==> config.mk <==
export PLATFORM = sky130hd
export DESIGN_NAME = lppc_regs_top
export DESIGN_NICKNAME = d
export VERILOG_FILES = /design/src/inc/lppc_pkg.sv /design/src/rtl/lppc_regs_top.sv /design/src/rtl/lppc_way_group_alloc.sv
export VERILOG_INCLUDE_DIRS = /design/src /design/src/inc
export SDC_FILE = /design/constraint.sdc
export NUM_CORES = 1
export LEC_CHECK = 0
export BUFFER_PORTS_ARGS = -buffer_cell sky130_fd_sc_hd__buf_2
export CORE_MARGIN = 8
export CORE_UTILIZATION = 40
export DETAILED_ROUTE_END_ITERATION = 10
export PLACE_DENSITY = 0.69
export SYNTH_ARGS = -nofsm -noshare
export SYNTH_HDL_FRONTEND = slang
export SYNTH_SLANG_ARGS = --single-unit
==> constraint.sdc <==
create_clock -name sys_clk_i -period 2.1 [get_ports sys_clk_i]
set_input_delay 0.315 -clock sys_clk_i [delete_from_list [all_inputs] [get_ports sys_clk_i]]
set_output_delay 0.315 -clock sys_clk_i [all_outputs]
set_load 0.1 [all_outputs]
==> src/inc/lppc_regs.svh <==
`ifndef LPPC_REGS_SVH
`define LPPC_REGS_SVH

// ----------------------------------------------------------------------------
// System-register coordinates of both execution-state views (coproc for the 32-bit view only, op0 for the 64-bit view only)
// ----------------------------------------------------------------------------
`define LPPC_COPROC_NUM      4'hF
`define LPPC_OP0_SYSREG      2'h3
`define LPPC_OP1_NUM         3'h0
`define LPPC_CRN_NUM         4'hF
`define LPPC_CRM_COUNTERS    4'h4
`define LPPC_CRM_CONTROL     4'h3
`define LPPC_OP2_MISS        3'h6
`define LPPC_OP2_PARTITION   3'h3
`define LPPC_OP2_POWER       3'h5

// ----------------------------------------------------------------------------
// Widths, field positions and reset values
// ----------------------------------------------------------------------------
`define LPPC_REG_W           32
`define LPPC_XFER_W          64
`define LPPC_MISS_RESET      32'h0000_0000
`define LPPC_MISS_MAX        32'hFFFF_FFFF
`define LPPC_PART_RESET      32'h0000_0000
`define LPPC_PORTION_LSB     4
`define LPPC_PORTION_MSB     7
`define LPPC_SCHEME_CNT      8
`define LPPC_GROUP_CNT       4
`define LPPC_FALLBACK_GROUP  4'h1

`endif

==> src/inc/lppc_pkg.sv <==
package lppc_pkg;

    // Exception level of the requesting core.
    typedef enum logic [1:0] {
        LPPC_EL0 = 2'h0,
        LPPC_EL1 = 2'h1,
        LPPC_EL2 = 2'h2,
        LPPC_EL3 = 2'h3
    } lppc_el_t;

    // Register selected by an access, one-hot.
    typedef enum logic [3:0] {
        LPPC_SEL_NONE  = 4'h1,
        LPPC_SEL_MISS  = 4'h2,
        LPPC_SEL_PART  = 4'h4,
        LPPC_SEL_POWER = 4'h8
    } lppc_sel_t;

endpackage

==> src/rtl/lppc_regs_top.sv <==
`timescale 1ns/1ps
`include "lppc_regs.svh"

module lppc_regs_top #(
    parameter int SCHEMES = `LPPC_SCHEME_CNT,
    parameter int GROUPS  = `LPPC_GROUP_CNT
) (
    input  wire logic                          sys_clk_i,
    input  wire logic                          sys_rst_i,
    // System-register access port.
    input  wire logic                          acc_valid_i,
    input  wire logic                          acc_write_i,
    input  wire logic                          acc_view64_i,
    input  wire logic [1:0]                    acc_op0_i,
    input  wire logic [3:0]                    acc_coproc_i,
    input  wire logic [2:0]                    acc_op1_i,
    input  wire logic [3:0]                    acc_crn_i,
    input  wire logic [3:0]                    acc_crm_i,
    input  wire logic [2:0]                    acc_op2_i,
    input  wire logic [1:0]                    acc_el_i,
    input  wire logic [`LPPC_XFER_W-1:0]       acc_wdata_i,
    output logic                               acc_ack_o,
    output logic                               acc_undef_o,
    output logic                               acc_trap_o,
    output logic      [`LPPC_XFER_W-1:0]       acc_rdata_o,
    // Privilege and security controls.
    input  wire logic                          top_level_power_reg_write_en_i,
    input  wire logic                          hyp_level_power_reg_write_en_i,
    input  wire logic                          top_level_partition_write_en_i,
    input  wire logic                          hyp_level_partition_write_en_i,
    input  wire logic                          nonsecure_state_flag_i,
    input  wire logic                          secure_event_count_enable_i,
    // L3 miss events.
    input  wire logic                          miss_event_i,
    input  wire logic                          miss_secure_i,
    // Way-group allocation lookup.
    input  wire logic [$clog2(SCHEMES)-1:0]    alloc_scheme_i,
    output logic      [GROUPS-1:0]             alloc_group_mask_o,
    // Power channel.
    input  wire logic [3:0]                    pchannel_init_portion_i,
    output logic      [19:16]                  cluster_power_activity_out_o
);

    // ------------------------------------------------------------------------
    // Storage
    // ------------------------------------------------------------------------
    logic [`LPPC_REG_W-1:0]        miss_q;
    logic [`LPPC_REG_W-1:0]        miss_d;
    logic [SCHEMES*GROUPS-1:0]     part_q;
    logic [SCHEMES*GROUPS-1:0]     part_d;
    // Only the portion field of the power register is stored; the rest reads as zero.
    logic [3:0]                    portion_q;
    logic [3:0]                    portion_d;

    logic                          ack_q;
    logic                          undef_q;
    logic                          trap_q;
    logic [`LPPC_XFER_W-1:0]       rdata_q;
    logic                          ack_d;
    logic                          undef_d;
    logic                          trap_d;
    logic [`LPPC_XFER_W-1:0]       rdata_d;

    // ------------------------------------------------------------------------
    // Coordinate decode
    // ------------------------------------------------------------------------
    wire logic                     space_ok;
    wire logic                     common_ok;
    wire logic                     hit_miss;
    wire logic                     hit_part;
    wire logic                     hit_power;
    lppc_pkg::lppc_sel_t           sel;

    // Both views share one decode; only the space check differs between them.
    // one decode for both views
    assign space_ok  = acc_view64_i ? (acc_op0_i == `LPPC_OP0_SYSREG)
                                    : (acc_coproc_i == `LPPC_COPROC_NUM);
    assign common_ok = space_ok
                     && (acc_op1_i == `LPPC_OP1_NUM)
                     && (acc_crn_i == `LPPC_CRN_NUM);
    assign hit_miss  = common_ok
                     && (acc_crm_i == `LPPC_CRM_COUNTERS)
                     && (acc_op2_i == `LPPC_OP2_MISS);
    assign hit_part  = common_ok
                     && (acc_crm_i == `LPPC_CRM_COUNTERS)
                     && (acc_op2_i == `LPPC_OP2_PARTITION);
    assign hit_power = common_ok
                     && (acc_crm_i == `LPPC_CRM_CONTROL)
                     && (acc_op2_i == `LPPC_OP2_POWER);

    // Coordinates that hit none of the three registers are answered as undefined.
    always_comb begin
        if (hit_miss) begin
            sel = lppc_pkg::LPPC_SEL_MISS;
        end else if (hit_part) begin
            sel = lppc_pkg::LPPC_SEL_PART;
        end else if (hit_power) begin
            sel = lppc_pkg::LPPC_SEL_POWER;
        end else begin
            sel = lppc_pkg::LPPC_SEL_NONE;
        end
    end

    // ------------------------------------------------------------------------
    // Privilege checks
    // ------------------------------------------------------------------------
    wire logic                     is_el0;
    wire logic                     is_el1;
    wire logic                     power_wr_ok;
    wire logic                     part_wr_ok;
    wire logic                     sel_wr_ok;
    wire logic                     acc_legal;
    wire logic                     wr_commit;

    assign is_el0 = (acc_el_i == lppc_pkg::LPPC_EL0);
    assign is_el1 = (acc_el_i == lppc_pkg::LPPC_EL1);

    // The enables only restrict EL1; writes from EL2 and EL3 are never gated.
    // counter and power write gate
    assign power_wr_ok = !is_el1
                       || (top_level_power_reg_write_en_i && hyp_level_power_reg_write_en_i)
                       || (top_level_power_reg_write_en_i && !nonsecure_state_flag_i);
    assign part_wr_ok  = !is_el1
                       || (top_level_partition_write_en_i && hyp_level_partition_write_en_i)
                       || (top_level_partition_write_en_i && !nonsecure_state_flag_i);

    // A refused EL1 write traps rather than reporting undefined, so software can
    // tell a locked register from an absent one.
    assign sel_wr_ok = (sel == lppc_pkg::LPPC_SEL_PART) ? part_wr_ok : power_wr_ok;
    assign acc_legal = acc_valid_i && !is_el0 && (sel != lppc_pkg::LPPC_SEL_NONE);
    assign wr_commit = acc_legal && acc_write_i && sel_wr_ok;

    // ------------------------------------------------------------------------
    // Miss counter
    // ------------------------------------------------------------------------
    wire logic                     miss_counts;
    wire logic                     miss_load;
    wire logic                     miss_full;
    wire logic                     miss_bump;

    assign miss_counts = miss_event_i && (secure_event_count_enable_i || !miss_secure_i);
    assign miss_load   = wr_commit && (sel == lppc_pkg::LPPC_SEL_MISS);
    assign miss_full   = (miss_q == `LPPC_MISS_MAX);
    assign miss_bump   = miss_counts && !miss_full;

    // A load in the same cycle as a miss takes the written value; the miss is
    // dropped so that software sees exactly what it wrote.
    always_comb begin
        if (miss_load) begin
            miss_d = acc_wdata_i[`LPPC_REG_W-1:0];
        end else if (miss_bump) begin
            miss_d = miss_q + `LPPC_REG_W'(1);
        end else begin
            miss_d = miss_q;
        end
    end

    // ------------------------------------------------------------------------
    // Partition and power control
    // ------------------------------------------------------------------------
    wire logic                     part_load;
    wire logic                     power_load;

    assign part_load  = wr_commit && (sel == lppc_pkg::LPPC_SEL_PART);
    assign power_load = wr_commit && (sel == lppc_pkg::LPPC_SEL_POWER);

    // one bit per scheme and group
    assign part_d = part_load ? acc_wdata_i[SCHEMES*GROUPS-1:0] : part_q;

    assign portion_d = power_load
                     ? acc_wdata_i[`LPPC_PORTION_MSB:`LPPC_PORTION_LSB]
                     : portion_q;

    always_ff @(posedge sys_clk_i) begin
        if (sys_rst_i) begin
            miss_q    <= `LPPC_MISS_RESET;
            part_q    <= (SCHEMES*GROUPS)'(`LPPC_PART_RESET);
            // The init pins are followed for as long as reset is held, so the
            // controller never sees a stale request on release.
            // reset from channel state
            portion_q <= pchannel_init_portion_i;
        end else begin
            miss_q    <= miss_d;
            part_q    <= part_d;
            portion_q <= portion_d;
        end
    end

    // ------------------------------------------------------------------------
    // Read data and access answer
    // ------------------------------------------------------------------------
    logic [`LPPC_REG_W-1:0]        read_word;
    logic [`LPPC_REG_W-1:0]        power_word;
    wire logic                     rd_fire;

    always_comb begin
        power_word = '0;
        power_word[`LPPC_PORTION_MSB:`LPPC_PORTION_LSB] = portion_q;
    end

    always_comb begin
        case (sel)
            lppc_pkg::LPPC_SEL_MISS: begin
                read_word = miss_q;
            end
            lppc_pkg::LPPC_SEL_PART: begin
                read_word = `LPPC_REG_W'(part_q);
            end
            lppc_pkg::LPPC_SEL_POWER: begin
                read_word = power_word;
            end
            default: begin
                read_word = '0;
            end
        endcase
    end

    // Reads return pre-write contents; the 64-bit view sees zero above bit 31.
    assign ack_d   = acc_valid_i;
    assign undef_d = acc_valid_i && !acc_legal;
    assign trap_d  = acc_legal && acc_write_i && !sel_wr_ok;
    // Refused accesses and writes return zero, so stale data never leaks out.
    assign rd_fire = acc_legal && !acc_write_i;
    assign rdata_d = rd_fire
                   ? {{(`LPPC_XFER_W-`LPPC_REG_W){1'b0}}, read_word}
                   : '0;

    always_ff @(posedge sys_clk_i) begin
        if (sys_rst_i) begin
            ack_q   <= 1'b0;
            undef_q <= 1'b0;
            trap_q  <= 1'b0;
            rdata_q <= '0;
        end else begin
            ack_q   <= ack_d;
            undef_q <= undef_d;
            trap_q  <= trap_d;
            rdata_q <= rdata_d;
        end
    end

    assign acc_ack_o   = ack_q;
    assign acc_undef_o = undef_q;
    assign acc_trap_o  = trap_q;
    assign acc_rdata_o = rdata_q;

    // ------------------------------------------------------------------------
    // Outward signals
    // ------------------------------------------------------------------------
    // drive activity bits
    // The request field is a plain register copy; nothing feeds back from the
    // power controller, so no value of it can hold off a power transition.
    // advisory, no deny path
    assign cluster_power_activity_out_o = portion_q;

    // The usable-group mask is registered and lags a partition write by a cycle.
    lppc_way_group_alloc #(
        .SCHEMES (SCHEMES),
        .GROUPS  (GROUPS)
    ) u_alloc (
        .sys_clk_i    (sys_clk_i),
        .sys_rst_i    (sys_rst_i),
        .partition_i  (part_q),
        .scheme_id_i  (alloc_scheme_i),
        .group_mask_o (alloc_group_mask_o)
    );

endmodule

==> src/rtl/lppc_way_group_alloc.sv <==
`timescale 1ns/1ps
`include "lppc_regs.svh"

module lppc_way_group_alloc #(
    parameter int SCHEMES = 8,
    parameter int GROUPS  = 4
) (
    input  wire logic                         sys_clk_i,
    input  wire logic                         sys_rst_i,
    input  wire logic [SCHEMES*GROUPS-1:0]    partition_i,
    input  wire logic [$clog2(SCHEMES)-1:0]   scheme_id_i,
    output logic      [GROUPS-1:0]            group_mask_o
);

    logic [GROUPS-1:0] claimed;
    logic [GROUPS-1:0] own_groups;
    logic [GROUPS-1:0] usable;
    logic [GROUPS-1:0] group_mask_d;
    logic [GROUPS-1:0] group_mask_q;

    // ------------------------------------------------------------------------
    // Union of private claims over every scheme
    // ------------------------------------------------------------------------
    always_comb begin
        claimed = '0;
        for (int s = 0; s < SCHEMES; s++) begin
            claimed = claimed | partition_i[s*GROUPS +: GROUPS];
        end
    end

    assign own_groups = partition_i[scheme_id_i*GROUPS +: GROUPS];
    assign usable = own_groups | ~claimed;
    assign group_mask_d = (usable == '0) ? GROUPS'(`LPPC_FALLBACK_GROUP) : usable;

    always_ff @(posedge sys_clk_i) begin
        if (sys_rst_i) begin
            group_mask_q <= '0;
        end else begin
            group_mask_q <= group_mask_d;
        end
    end

    assign group_mask_o = group_mask_q;

endmodule

==> metrics.md <==
| Metric | Value |
|---|---|
| Outcome | finished clean |
| Worst path buffer plus inverter count | 3 |
| Vias post-DR | 5,010 |
| Final Max Tran Viols | 0 |
| First-pass GRT wire length | about 26,000 um |
| Critical path cell sequence | ha_2 -> inv_1 -> or3_4 -> buf_4 -> nor3_4 -> buf_4 -> nor4b_1 -> xnor2_1 -> a211oi_1 |
| Worst skew pair latency | 0.35 ns |
| Largest area contributor in the netlist | dfxtp_1 |
| # nets final | 853 |
| Final hold slack | 0.220 ns |
| Root buffer cell | clkbuf_16 |
| Clock Sinks | 107 |
| Number of global-route vias before repair | slightly above 5,000 |
| Met1 wire length | a little over 7000 um |
| Crit path DAT | 2.27 ns |
| DRT iter0 DRCs | 426 |
| Rows | 41 |
| CP delay by family, top | simple AND/OR/NAND/NOR gates |
| Cell count after placement | 906 |
| Post-synth cell types | 54 |
| Total gr overflow | 0 |
| Synth warn | 0 |
| Worst path slowest cell | or3_4 |
| Yosys reg bits | 107 |
| Fillcell total | 1,209 |
| RSZ-0062 raised after global routing | yes |
| Crit path kind | flip-flop to flip-flop |
| H-tree depth | 3 |
| Ys async rst share | 0 |
| CP required | 2.36 ns |
| Detailed placement HPWL | ~12,000 um |
| DRC Markers | 0 |
| GRT Util Overall | 0.195 |
| Worst setup EP type | flip-flop |
| Max-capacitance violation count | 0 |
| Final setup margin | 0.0874 ns |
| Worst hold-check path type | input port to flip-flop |
| Post-synthesis area per instance | 8.67 sq um |
| Tcrit/Tclk final | 0.958 |
| Routability cong. | 0.921 |
| Setup Viol. Count Final | 0 |
| Share of cells above drive strength 1 | 0.307 |
| Post-Layout Cell Count | 923 |
| WL met3 | 1300 um |
| Pwr per Cell Area | 665 nW/um^2 |
| Clock skew | 0.00612 ns |
| Full die area | 16,900 sq um |
| Die W | about 130 um |
| Final min period | 2.01 ns |
| Largest net degree at the start of global routing | 70 |
| Register area share after synthesis | 0.420 |
| Critical Path Start Type | flip-flop |
| Number of routed nets with antenna violations | 0 |
| Pre-CTS WS | -0.261 ns |
| Initial core utilization | 0.410 |
| Clock Path Buffers | 2 |
| Area Growth Syn to Fin | 27.7% |
| P_leak | around 2.5 nW |
| Post-placement cell area | roughly 6200 sq um |
| Clock-pin slew on the worst setup and hold paths | 0.07 ns |
| Worst-path fanout max | 4 |
| Hold buffer count at cts | 0 |
| I/O pin count | 181 |
| CP dominant cell by count | buf_4 |
| Highest metal used | met4 |
| Buffers on Ports | ~120 |
| Post-synth EDFFs | 4 |
| Crit-path max cell delay | 0.39 ns |
| Synth top area share | 0.397 |
| Die height | 130 um |
| Wirelength per Cell | roughly 18 um |
| Core Region | approximately 13,000 sq um |
| Total Wirelength | 16,300 um |
| Synth Instances | roughly 600 |
| Via density | roughly 5.4 |
| Fin. Hold Viols | 0 |
| Synthesized area | 5190 sq um |
| Ranking of synthesized cells by area | dfxtp_1 40%, nand2_1 6.6%, nor2_1 5.4% |
| F_max | 0.497 GHz |
| DR WL met2 | 7610 um |
| CTS tree | built |
| Post-route design area | approximately 6600 sq um |
| Worst IR Drop VDD | 444 uV |
| Ys flop type | dfxtp_1 |
| Total CTS buffers | 9 |
| Tot Pwr | 4.41 mW |
| TritonRoute pass-1 iters | 5 |
| Antenna violations before repair | 1 |
[repair_timing]
item / CTS / global route
hold endpoints to repair: 0 / 0
resized for setup: 5 / 14
setup endpoints to repair: 12 / 56
cloned: 0 / 0
pin swaps: 0 / 8
setup buffers: 0 / 1
[worst paths after layout]
kind,from,to,slack (ns),cells past startpoint
max,miss_q[0],miss_q[21],0.09,9
min,acc_wdata_i[20],part_q[20],0.22,3
max reg2reg,miss_q[0],miss_q[21],0.09,9
min reg2reg,part_q[14],part_q[14],0.49,2
[report_power, final]
group	leakage [nW]	internal, mW	total, mW	switching (mW)
Combinational	1.52	0.106	0.571	0.465
Clock	0.153	1.02	1.77	0.749
Sequential	0.872	2.06	2.07	0.00888
[cell usage after synthesis, types with 7 or more instances]
cell / n
dfxtp_1: 103
nand2_1: 91
nor2_1: 75
a21oi_1: 48
buf_4: 32
clkbuf_1: 30
a22oi_1: 28
a211oi_1: 22
xnor2_1: 20
nor4_1: 12
nand3_1: 10
nand4_1: 10
mux2_2: 9
nor3_1: 9
mux4_2: 8
nand2b_1: 7
[flip-flops by register name, summed over array words and instances, names as in the netlist]
name	flops
part_q	32
acc_rdata_o	32
u_alloc.group_mask_o	4
acc_trap_o	1
miss_q	32
acc_ack_o	1
acc_undef_o	1
cluster_power_activity_out_o	4
[metal layers]
layer / track usage / vias up
li1: - / 2369
met1: 0.252 / 2368
met2: 0.311 / 237
met3: 0.0392 / 36
met4: 0.0854 / 0
met5: 0 / -
[placed cells by master (no fill, tap or decap), types with 5 or more instances in the layout]
cell and n:
nand3_1 9, clkbuf_16 10, dfxtp_1 100, and4_1 5, conb_1 32, o211ai_1 5, buf_2 116, mux4_2 8
nand2_1 91, nand2b_1 7, nor4_1 11, a211oi_1 21, inv_1 6, xnor2_1 20, mux2_2 9, nand4b_1 5
buf_4 52, buf_12 5, and3_1 6, a22oi_1 28, nor3_1 6, nor2_1 75, nand4_1 10, a21oi_1 47
[per-stage QoR]
stage | setup TNS (ns) | utilization
floorplan | -0.585 | -
global placement | -10.16 | 0.491
detailed placement | -14.58 | 0.491
CTS | -0.000757 | 0.518
global route | -0.0165 | 0.523
finish | 0 | 0.523
[area by class of cell]
| type | instances | area (sq um) | share of cell area |
|---|---|---|---|
| Antenna cell | 1 | 2.50 | 0.000377 |
| Clock buffer | 11 | 264 | 0.0398 |
| Clock inverter | 4 | 47.5 | 0.00717 |
| Inverter | 6 | 22.5 | 0.00340 |
| Multi-Input combinational cell | 449 | 2820 | 0.426 |
| Sequential cell | 107 | 2190 | 0.330 |
| Tap cell | 172 | 215 | 0.0325 |
| Timing Repair Buffer | 173 | 1070 | 0.162 |
[cells by family (layout without fill, tap and decap cells)]
group,Yosys count,in the layout,share of synthesized area
multiplexers,20,20,0.0600
AO/OA/AOI/OAI,121,121,0.156
XOR/XNOR,23,23,0.0388
AND/OR/NAND/NOR,252,252,0.244
other,1,33,0.000722
flip-flops,107,107,0.420
buffers and inverters,74,194,0.0774
adder cells (fa/ha/maj),1,1,0.00241
[worst register-to-register path: stages, from the launching register on]
cell	delay, ns
dfxtp_2	0.33
ha_2	0.17
inv_1	0.05
or3_4	0.39
buf_4	0.17
nor3_4	0.21
buf_4	0.16
nor4b_1	0.06
xnor2_1	0.12
a211oi_1	0.25
Note: power is estimated with default switching activity, not from simulation.
